### config.mk
export PLATFORM = sky130hd
export DESIGN_NAME = general_digital_io_port
export DESIGN_NICKNAME = d
export VERILOG_FILES = /design/src/core/general_digital_io_port.v
export VERILOG_INCLUDE_DIRS = /design/src /design/src/common
export SDC_FILE = /design/constraint.sdc
export NUM_CORES = 1
export LEC_CHECK = 0
export ABC_AREA = 1
export BUFFER_PORTS_ARGS = -buffer_cell sky130_fd_sc_hd__buf_2
export CAP_MARGIN = 20
export CORE_UTILIZATION = 50
export DETAILED_ROUTE_END_ITERATION = 7
export PLACE_DENSITY = 0.78
export SLEW_MARGIN = 30
export SYNTH_ARGS = -nofsm -noshare
export SYNTH_HDL_FRONTEND = slang
export SYNTH_SLANG_ARGS = --single-unit
### constraint.sdc
create_clock -name clk -period 4 [get_ports clk]
set_input_delay 0.6 -clock clk [delete_from_list [all_inputs] [get_ports clk]]
set_output_delay 0.6 -clock clk [all_outputs]
set_load 0.02 [all_outputs]
### src/common/gpio_port_regs.vh
`ifndef GPIO_PORT_REGS_VH
`define GPIO_PORT_REGS_VH

// Geometry: two ports of eight pins
`define GPIO_NUM_PORTS      2
`define GPIO_PORT_WIDTH     8
`define GPIO_PIN_COUNT      16
`define GPIO_ADDR_WIDTH     8

// Byte offsets inside one port block
`define GPIO_PORT_STRIDE    8'h10
`define GPIO_DRIVE_OFS      8'h00
`define GPIO_DIR_OFS        8'h04
`define GPIO_INPUT_OFS      8'h08
// Shared special function control register
`define GPIO_SPECIAL_OFS    8'h20

// Field positions
`define GPIO_PUD_BIT        0
`define GPIO_DATA_LSB       0
`define GPIO_DATA_MSB       7

// Register kinds returned by the decoder
`define GPIO_KIND_DRIVE     2'h0
`define GPIO_KIND_DIR       2'h1
`define GPIO_KIND_INPUT     2'h2
`define GPIO_KIND_SPECIAL   2'h3

// Reset values
`define GPIO_DRIVE_RST      8'h00
`define GPIO_DIR_RST        8'h00
`define GPIO_PUD_RST        1'h0
`define GPIO_ZERO32         32'h0000_0000

// Whole pin vector and single port constants
`define GPIO_PINS_ONES      16'hFFFF
`define GPIO_PINS_ZERO      16'h0000
`define GPIO_PORT_ZERO      8'h00

`endif

### src/core/general_digital_io_port.v
// What this block does
// - Direction, drive and input bit per pin
// - Direction one drives, zero makes input
// - Input pull-up when drive set, not disabled
// - Pull-up off when drive zero or output
// - Global disable removes all pull-ups
// - Output level follows the drive bit
// - Reset tri-states all pins asynchronously
// - Pad level always readable in input bit
// - Falling-edge latch then rising-edge input bit
// - Written level reaches the pins on the same edge as the register
// - Strobes per port, clock and disable shared
`timescale 1ns/10ps
`include "gpio_port_regs.vh"

module general_digital_io_port (
    input  wire        clk,
    input  wire        rstn,
    input  wire        psel,
    input  wire        penable,
    input  wire        pwrite,
    input  wire [7:0]  paddr,
    input  wire [31:0] pwdata,
    input  wire [3:0]  pstrb,
    output reg  [31:0] prdata,
    output reg         pready,
    output reg         pslverr,
    input  wire [15:0] pad_in,
    output reg  [15:0] pad_out,
    output reg  [15:0] pad_oe_n,
    output reg  [15:0] pullup_en
);

    // Geometry of the pin vectors
    localparam integer NPINS  = `GPIO_PIN_COUNT;
    localparam integer NPORTS = `GPIO_NUM_PORTS;
    localparam integer PW     = `GPIO_PORT_WIDTH;

    // Decode: bit 3 hit, bit 2 port index, bits 1:0 register kind
    function [3:0] reg_code;
        input [7:0] addr;
        begin
            if (addr == `GPIO_SPECIAL_OFS) begin
                reg_code = {1'b1, 1'b0, `GPIO_KIND_SPECIAL};
            end else if (addr == `GPIO_DRIVE_OFS) begin
                reg_code = {1'b1, 1'b0, `GPIO_KIND_DRIVE};
            end else if (addr == `GPIO_DIR_OFS) begin
                reg_code = {1'b1, 1'b0, `GPIO_KIND_DIR};
            end else if (addr == `GPIO_INPUT_OFS) begin
                reg_code = {1'b1, 1'b0, `GPIO_KIND_INPUT};
            end else if (addr == (`GPIO_PORT_STRIDE + `GPIO_DRIVE_OFS)) begin
                reg_code = {1'b1, 1'b1, `GPIO_KIND_DRIVE};
            end else if (addr == (`GPIO_PORT_STRIDE + `GPIO_DIR_OFS)) begin
                reg_code = {1'b1, 1'b1, `GPIO_KIND_DIR};
            end else if (addr == (`GPIO_PORT_STRIDE + `GPIO_INPUT_OFS)) begin
                reg_code = {1'b1, 1'b1, `GPIO_KIND_INPUT};
            end else begin
                reg_code = 4'h0;
            end
        end
    endfunction

    reg  [15:0] dir_q;
    reg  [15:0] dir_d;
    reg  [15:0] drive_q;
    reg  [15:0] drive_d;
    reg         pud_q;
    reg         pud_d;
    wire [15:0] input_q;
    reg  [31:0] rd_data;
    wire [3:0]  code;
    wire        access;
    wire        commit_wr;

    assign code      = reg_code(paddr);
    assign access    = psel & penable;
    assign commit_wr = access & pready & pwrite & code[3] & pstrb[0];

    // Fields of the decoded register code
    wire        hit;
    wire        port_sel;
    wire [1:0]  kind;

    assign hit      = code[3];
    assign port_sel = code[2];
    assign kind     = code[1:0];

    // First access cycle; ready is raised from here
    wire        first_access;

    assign first_access = access & ~pready; // Wait state cycle

    // Port bytes offered to the read mux
    wire [7:0]  drive_byte;
    wire [7:0]  dir_byte;
    wire [7:0]  input_byte;

    // Upper byte belongs to port one, lower byte to port zero
    assign drive_byte = port_sel ? drive_q[15:8] : drive_q[7:0];
    assign dir_byte   = port_sel ? dir_q[15:8] : dir_q[7:0];
    assign input_byte = port_sel ? input_q[15:8] : input_q[7:0];

    // Ready: one wait state, then a one-cycle pulse
    always @(posedge clk or negedge rstn) begin
        if (!rstn) begin
            pready <= 1'b0;
        end else begin
            pready <= first_access;
        end
    end

    // Error flag rides with ready on an unmapped address
    always @(posedge clk or negedge rstn) begin
        if (!rstn) begin
            pslverr <= 1'b0;
        end else if (first_access) begin
            pslverr <= ~hit;
        end else begin
            pslverr <= 1'b0;
        end
    end

    // Read data stands only in the ready cycle, zero otherwise
    always @(posedge clk or negedge rstn) begin
        if (!rstn) begin
            prdata <= `GPIO_ZERO32;
        end else if (first_access && !pwrite) begin
            prdata <= rd_data;
        end else begin
            prdata <= `GPIO_ZERO32;
        end
    end

    // Read mux; input register shows synchronised pad at all times
    always @* begin
        rd_data = `GPIO_ZERO32;
        if (!hit) begin
            // Unmapped: data stays zero, error is flagged elsewhere
            rd_data = `GPIO_ZERO32;
        end else if (kind == `GPIO_KIND_DRIVE) begin
            rd_data[`GPIO_DATA_MSB:`GPIO_DATA_LSB] = drive_byte;
        end else if (kind == `GPIO_KIND_DIR) begin
            rd_data[`GPIO_DATA_MSB:`GPIO_DATA_LSB] = dir_byte;
        end else if (kind == `GPIO_KIND_INPUT) begin
            rd_data[`GPIO_DATA_MSB:`GPIO_DATA_LSB] = input_byte;
        end else begin
            rd_data[`GPIO_PUD_BIT] = pud_q;
        end
    end

    // Shared pull-up disable, one bit for every port
    always @* begin
        pud_d = pud_q;
        if (commit_wr && kind == `GPIO_KIND_SPECIAL) begin
            pud_d = pwdata[`GPIO_PUD_BIT];
        end
    end

    // Committed write to one register kind of one port
    function kind_write;
        input         commit;
        input         sel;
        input [1:0]   got;
        input [1:0]   want;
        input integer port_no;
        begin
            kind_write = commit && (sel == port_no[0]) && (got == want);
        end
    endfunction

    // Per-port write strobes; each port owns one byte of the pin vectors
    genvar p;
    generate
        for (p = 0; p < `GPIO_NUM_PORTS; p = p + 1) begin : g_port
            wire wr_drive;
            wire wr_dir;

            // One strobe each for the drive and direction registers of this port, shared by its pins
            assign wr_drive = kind_write(commit_wr, port_sel, kind, `GPIO_KIND_DRIVE, p);
            assign wr_dir   = kind_write(commit_wr, port_sel, kind, `GPIO_KIND_DIR, p);

            // Next register state for this port's pins
            always @* begin
                drive_d[p*8 +: 8] = wr_drive ? pwdata[`GPIO_DATA_MSB:`GPIO_DATA_LSB] : drive_q[p*8 +: 8];
                dir_d[p*8 +: 8]   = wr_dir ? pwdata[`GPIO_DATA_MSB:`GPIO_DATA_LSB] : dir_q[p*8 +: 8];
            end
        end
    endgenerate

    // One-hot pin modes of the configuration table
    localparam [3:0] MODE_TRI  = 4'h1;
    localparam [3:0] MODE_PULL = 4'h2;
    localparam [3:0] MODE_LOW  = 4'h4;
    localparam [3:0] MODE_HIGH = 4'h8;

    // Pin mode from direction, drive and the shared disable
    function [3:0] pin_mode;
        input dir_bit;
        input drive_bit;
        input disable_all;
        begin
            if (dir_bit) begin
                if (drive_bit) begin
                    pin_mode = MODE_HIGH;
                end else begin
                    pin_mode = MODE_LOW;
                end
            end else if (drive_bit && !disable_all) begin
                pin_mode = MODE_PULL;
            end else begin
                pin_mode = MODE_TRI;
            end
        end
    endfunction

    // Next pin controls, one slice per pin
    wire [15:0] oe_n_d;
    wire [15:0] out_d;
    wire [15:0] pull_d;

    genvar n;
    generate
        for (n = 0; n < NPINS; n = n + 1) begin : g_pin
            wire [3:0] mode;

            // Decode this pin once, then fan out to the three controls
            assign mode = pin_mode(dir_d[n], drive_d[n], pud_d);

            // Output enable is active low while the pin drives
            assign oe_n_d[n] = ~((mode == MODE_LOW) | (mode == MODE_HIGH));

            // Driven level; low while the pin is an input
            assign out_d[n] = (mode == MODE_HIGH);

            // Pull-up only in the pull mode, never on an output
            assign pull_d[n] = (mode == MODE_PULL);
        end
    endgenerate

    // Control registers; all zero out of reset
    always @(posedge clk or negedge rstn) begin
        if (!rstn) begin
            drive_q <= {2{`GPIO_DRIVE_RST}};
            dir_q   <= {2{`GPIO_DIR_RST}};
            pud_q   <= `GPIO_PUD_RST;
        end else begin
            drive_q <= drive_d;
            dir_q   <= dir_d;
            pud_q   <= pud_d;
        end
    end

    // Pin drivers move with the register write; reset tri-states every pin
    always @(posedge clk or negedge rstn) begin
        if (!rstn) begin
            pad_oe_n  <= `GPIO_PINS_ONES;
            pad_out   <= `GPIO_PINS_ZERO;
            pullup_en <= `GPIO_PINS_ZERO;
        end else begin
            pad_oe_n  <= oe_n_d;
            pad_out   <= out_d;
            pullup_en <= pull_d;
        end
    end

    // Input synchroniser, one pair of stages per port
    genvar s;
    generate
        for (s = 0; s < NPORTS; s = s + 1) begin : g_sync
            reg [7:0] hold_q;
            reg [7:0] bits_q;

            // First stage: samples the pad at each falling edge of clk, holds until the next
            always @(negedge clk or negedge rstn) begin
                if (!rstn) begin
                    hold_q <= `GPIO_PORT_ZERO;
                end else begin
                    hold_q <= pad_in[s*PW +: PW];
                end
            end

            // Second stage: loads the held level at the next rising edge
            always @(posedge clk or negedge rstn) begin
                if (!rstn) begin
                    bits_q <= `GPIO_PORT_ZERO;
                end else begin
                    bits_q <= hold_q;
                end
            end

            // Only the second stage feeds the readable input bits
            assign input_q[s*PW +: PW] = bits_q;
        end
    endgenerate

endmodule

==> results.json, run 1 <==
{
  "place_congestion": 0.839,
  "drc": 0,
  "antenna_found_initial": 0,
  "ys_async_sr_fraction_pct": 100,
  "clkSinkCount": 123,
  "post-cts-setup-buffers": 0,
  "path_class": "flip-flop to flip-flop",
  "rows": 36,
  "cts_buffers": 17,
  "synth_cell_types": 30,
  "grt_pass1_wl_mm": 17.3,
  "slew_headroom_pct": 48.9,
  "clk_latency_ps": 520,
  "root_buffer": "clkbuf_8",
  "end_kind": "flip-flop",
  "area_delta_synth_final_pct": 21.4,
  "vias_per_cell": 4.80,
  "worstPathRequired_ps": 4460,
  "vias": 3730,
  "clockBufferDepth": 2,
  "preCtsSetupSlack_ps": 1140,
  "setup-violations-final": 0,
  "core_um2": 9730,
  "ys_warn_count": 0,
  "drtIter0Drc": 204,
  "first_global_vias": 3574,
  "timing.rr.start": "g_sync[0].hold_q[6]",
  "io_pins": 147,
  "crit_path_end": "g_sync[0].bits_q[6]",
  "cap_violations": 0,
  "nNetsFinal": 696,
  "cp-start-kind": "flip-flop",
  "drive_gt1_share_pct": 28.0,
  "grt_setup_unrepaired": "false",
  "synth_edf_count": 0,
  "p_per_area_nw_per_um2": 461,
  "grt_util_all_layers_pct": 22.8,
  "cts_tree": "yes",
  "syn_inst": 526,
  "grt_max_degree": 88,
  "peakVddDrop_v": 0.000280,
  "htreeDepth": 4,
  "yosys_most_used_dff": "dfrtp_1",
  "finalClockSkew_ps": 70.7,
  "setup_tns_ps": 0,
  "status": "finished clean",
  "clk_pin_slew_worst_paths_ps": 60,
  "antenna_left": 0,
  "cts_resized": 0,
  "p_leak_nw": 3.22,
  "ys_seq_area_share_pct": 61.8,
  "finalHoldViolCount": 0,
  "routed_wl_mm": 10.8,
  "timing.rr.end": "g_sync[0].bits_q[6]",
  "worst_pin_slew_ps": 767,
  "grt_overflow_total": 0,
  "synth_area_um2": 5010,
  "dieArea_um2": 10400,
  "hp-class": "input port to asynchronous set/reset pin",
  "cp.depth": 0,
  "ys_ff_latch": 123,
  "reg2regPathDepth": 0,
  "portBuffers": 95,
  "postCtsHoldBufs": 0,
  "wl_per_cell_um": 13.8,
  "ff2ff_setup_slack_ps": 1600,
  "antennaDiodeCount": 0,
  "dieHeight_um": 102,
  "startpoint": "g_sync[0].hold_q[6]",
  "worstPathMaxFanout": 1,
  "initial_core_util_pct": 51.5,
  "setup_slack_ps": 1600,
  "die_w_um": 102,
  "drv_slew": 0,
  "drt_first_pass_iters": 6,
  "cp.arrival_ps": 2860,
  "syn_area_per_cell_um2": 9.53,
  "place.detailed.hpwl_mm": 6.74
}
==> through the flow <==
stage | cell area, um2 | hold slack [ps] | util, % | instances | power, mW
floorplan | 5100 | 304 | - | 549 | 1.36
global placement | 5520 | 476 | 56.7 | 745 | 1.39
detailed placement | 5520 | 487 | 56.8 | 745 | 1.40
CTS | 6090 | 31.0 | 62.6 | 777 | 2.81
global route | 6090 | 47.7 | 62.6 | 777 | 2.89
finish | 6090 | 15.7 | 62.6 | 777 | 2.81
==> layout by cell type (no fill, tap or decap), types with 3 or more instances in the layout <==
cell type	instances
inv_2	6
dfstp_2	16
a21oi_1	4
dfrtn_1	16
o21ai_2	6
dfrtp_1	91
nand3_2	3
inv_6	6
nor2_4	3
o21ai_0	13
buf_2	94
conb_1	24
o21ai_1	3
nand2_1	118
nor2_2	4
nand4_1	9
clkbuf_16	17
o211ai_1	7
clkinv_4	6
inv_1	87
nand3_1	28
nand2_2	7
nor2_1	62
==> final cells by class <==
type	count	area, um2
clock buffers	18	439
flip-flops and latches	123	3100
repair buffers	96	489
clock inverters	14	126
inverters	94	358
well taps	133	166
multi-input cells	299	1410
fillers	791	3640
==> sequential cells by signal, indices dropped and copies added, names as in the netlist <==
name,cells
pud_q,1
g_sync.bits_q,16
drive_q,16
pad_oe_n,16
dir_q,16
pready,1
pullup_en,16
pslverr,1
g_sync.hold_q,16
prdata,8
pad_out,16
==> report_power, final <==
part           internal [mW]  total, mW  switching (mW)
logic                 0.0239      0.102          0.0781
registers               1.27       1.27         0.00594
clock network          0.821       1.43           0.613
==> logic make-up (layout without fill, tap and decap cells) <==
| logic type | Yosys count | after routing | synth area share (%) |
|---|---|---|---|
| buffers and inverters | 127 | 222 | 11.8 |
| other | 1 | 24 | 0.0748 |
| flip-flops | 123 | 123 | 61.8 |
| AND/OR/NAND/NOR | 240 | 240 | 21.6 |
| AO/OA/AOI/OAI | 35 | 35 | 4.74 |
==> synth_stat cells, types with 2 or more instances <==
master	n	area, um2
o21ai_2	6	52.6
inv_2	6	22.5
nor2_2	4	25.0
o21ai_4	2	32.5
nand2_1	118	443
o21ai_0	13	65.1
nand4_1	9	56.3
dfrtn_1	16	400
nand3_1	28	140
nand2_2	7	43.8
a21oi_1	4	20.0
buf_2	6	30.0
nand3_2	3	30.0
dfstp_2	16	420
o211ai_1	7	52.6
nor2_4	3	33.8
inv_1	87	327
dfrtp_1	91	2280
nor2_1	62	233
nand3_4	2	35.0
buf_4	25	188
o21ai_1	3	15.0
==> worst min path at each step <==
stage | slack (ps) | depth (start not counted) | endpoint | startpoint
after global routing | 50 | 1 | dir_q[7] | rstn
after global placement | 480 | 1 | pslverr | pready
after detailed placement | 490 | 1 | pslverr | pready
after floorplan | 300 | 0 | dir_q[0] | rstn
after CTS | 30 | 1 | dir_q[7] | rstn
final | 20 | 1 | dir_q[7] | rstn
==> layer usage <==
metal | up-vias | wire, um | track usage [%]
li1 | 1764 | - | -
met5 | - | 0 | 0
met4 | 0 | 265 | 11.4
met2 | 161 | 5390 | 36.7
met3 | 29 | 745 | 6.98
met1 | 1776 | 4360 | 28.1
Power figures use the tool's default switching activity.
==> inputs of run 2 (changes only) <==
--- a/config.mk
+++ b/config.mk
@@ -6,7 +6,7 @@
 export SDC_FILE = /design/constraint.sdc
 export NUM_CORES = 1
 export LEC_CHECK = 0
-export ABC_AREA = 1
+export ABC_AREA = 0
 export BUFFER_PORTS_ARGS = -buffer_cell sky130_fd_sc_hd__buf_2
 export CAP_MARGIN = 20
 export CORE_UTILIZATION = 50
==> constraint.sdc (replaced) <==
create_clock -name clk -period 2.45 [get_ports clk]
set_input_delay 0.3675 -clock clk [delete_from_list [all_inputs] [get_ports clk]]
set_output_delay 0.3675 -clock clk [all_outputs]
set_load 0.02 [all_outputs]
==> results.json, run 2 <==
{
  "cts_tree": "yes",
  "synth_most_common_cell": "dfrtp_1",
  "power.switching_mw": 1.15,
  "min_period_ps": 2150,
  "cts_buffers": 17,
  "drc": 0,
  "clockBufferDepth": 2,
  "dieHeight_um": 101,
  "yosys_most_used_dff": "dfrtp_1",
  "post-cts-setup-buffers": 0,
  "final_cell_mix": "buf_2, dfrtp_1, nand2_1",
  "cap_violations": 0,
  "die_w_um": 101,
  "ys_ff_latch": 123,
  "final_common_cell": "buf_2",
  "p_per_area_nw_per_um2": 747,
  "syn_area_per_cell_um2": 12.3,
  "end_kind": "flip-flop",
  "hp-class": "input port to flip-flop",
  "yosysTopAreaCell": "dfrtp_1",
  "drive_gt1_share_pct": 38.1,
  "drt_first_pass_iters": 4,
  "netlist.area_leader.share_pct": 46.1,
  "p_comb_share_pct": 4.0,
  "antenna_found_initial": 0,
  "drv_slew": 0,
  "cts_resized": 0,
  "nNetsFinal": 596,
  "synthTopCellsByArea": "dfrtp_1, dfstp_2, dfrtn_1, mux2i_1, buf_4",
  "synth_area_um2": 4940,
  "grt_max_degree": 66,
  "hold-worst-slack_ps": 157,
  "finalClockSkew_ps": 69.2,
  "setup-violations-final": 0,
  "utilization_pct": 67.1,
  "wl_per_cell_um": 16.4,
  "worstPathRequired_ps": 2870,
  "vias_per_cell": 5.18,
  "synth_cell_types": 44,
  "antennaDiodeCount": 0,
  "synthTopCellsByCount": "dfrtp_1, nand2_1, inv_1",
  "portBuffers": 95,
  "root_buffer": "clkbuf_8",
  "crit_path_cell_trace": "buf_2 -> or4_4 -> or4b_1 -> or3_1 -> buf_12 -> mux2_2 -> nor3_1",
  "slowest_delay_ps": 520,
  "grt_setup_unrepaired": "false",
  "syn_inst": 401,
  "core_um2": 9420,
  "placed_cell_area_um2": 5720,
  "worst_pin_slew_ps": 782,
  "pwr-share-clk_pct": 51.9,
  "postCtsHoldBufs": 1,
  "p_sw_share_pct": 24.4,
  "finalHoldViolCount": 0,
  "max_freq_ghz": 0.464,
  "final_cell_area_um2": 6310,
  "routed_wl_mm": 11.1,
  "grt_util_all_layers_pct": 24.0,
  "worstPathMaxFanout": 22,
  "clk_latency_ps": 510,
  "dieArea_um2": 10300,
  "clkSinkCount": 123,
  "preCtsSetupSlack_ps": -232,
  "path_class": "input port to flip-flop",
  "vias": 3484,
  "grt_overflow_total": 0,
  "htreeDepth": 4,
  "io_pins": 147,
  "drtIter0Drc": 138,
  "antenna_left": 0,
  "cp.arrival_ps": 2580,
  "seq_power_share_pct": 44.0,
  "p_leak_nw": 3.40,
  "ys_seq_area_share_pct": 62.7,
  "p_int_mw": 3.57,
  "area_delta_synth_final_pct": 27.7,
  "first_global_vias": 3503,
  "slew_headroom_pct": 47.9,
  "slowest_stage": "or4_4",
  "cp-start-kind": "input port",
  "rows": 35,
  "setup_slack_ps": 295,
  "period_share_pct": 88.0,
  "place.detailed.hpwl_mm": 7.90,
  "peakVddDrop_v": 0.000496,
  "initial_core_util_pct": 52.5,
  "place_congestion": 0.895,
  "status": "finished clean",
  "clk_pin_slew_worst_paths_ps": 60,
  "ys_warn_count": 0,
  "synth_edf_count": 0,
  "setup_tns_ps": 0,
  "grt_pass1_wl_mm": 18.0,
  "ys_async_sr_fraction_pct": 100
}
## run 2: logic make-up (layout without fill, tap and decap cells)
| group | count (synthesis) | after routing | share of synthesized area [%] |
|---|---|---|---|
| DFF | 123 | 123 | 62.7 |
| and+or+nand+nor | 93 | 93 | 9.47 |
| AOI/OAI and AO/OA | 74 | 74 | 11.3 |
| buffers and inverters | 68 | 188 | 7.26 |
| muxes | 41 | 41 | 9.06 |
| other | 1 | 24 | 0.0759 |
| xor gates and xnor gates | 1 | 1 | 0.177 |
## run 2: power groups by stage
| stage | Clock, mW | Combinational, mW | Sequential (mW) |
|---|---|---|---|
| floorplan | 0 | 0.0993 | 2.12 |
| global placement | 0 | 0.185 | 2.11 |
| detailed placement | 0 | 0.191 | 2.11 |
| CTS | 2.49 | 0.193 | 2.08 |
| global route | 2.57 | 0.213 | 2.08 |
| finish | 2.45 | 0.191 | 2.08 |
## run 2: worst max-delay path, delay by kind of cell
| kind | cells | cell delay, ps |
|---|---|---|
| buffers and inverters | 2 | 280 |
| muxes | 1 | 300 |
| and+or+nand+nor | 4 | 1620 |
## run 2: path summary, 6_finish.rpt
check / from / endpoint / slack, ps / cells past startpoint
max reg2reg: pready / pullup_en[4] / 400 / 6
max in group asynchronous: rstn / g_sync[0].hold_q[5] / 580 / 2
max: paddr[1] / pullup_en[4] / 300 / 7
min in group asynchronous: rstn / prdata[3] / 350 / 2
min: pwdata[2] / drive_q[2] / 160 / 3
min reg2reg: drive_q[0] / drive_q[0] / 500 / 2
## run 2: metrics by stage
step / power (mW) / instances
3_3_place_gp: 2.30 / 640
4_1_cts: 4.76 / 673
6_report: 4.72 / 673
3_5_place_dp: 2.30 / 640
5_1_grt: 4.87 / 673
2_1_floorplan: 2.21 / 424
## run 2: per-layer routing
metal  vias up  wire [um]  global-route usage (%)
met3        18        640                    4.55
met5         -          0                       0
met1      1712       4830                    32.0
met2       136       5350                    37.8
met4         0        236                    12.3
li1       1618          -                       -
## run 2: cell type report
type	count	area (um2)
Tap cell	129	161
Fill cell	699	3100
Timing Repair Buffer	131	788
Sequential cell	123	3100
Multi-Input combinational cell	233	1590
Inverter	25	93.8
Clock buffer	18	439
Clock inverter	14	144
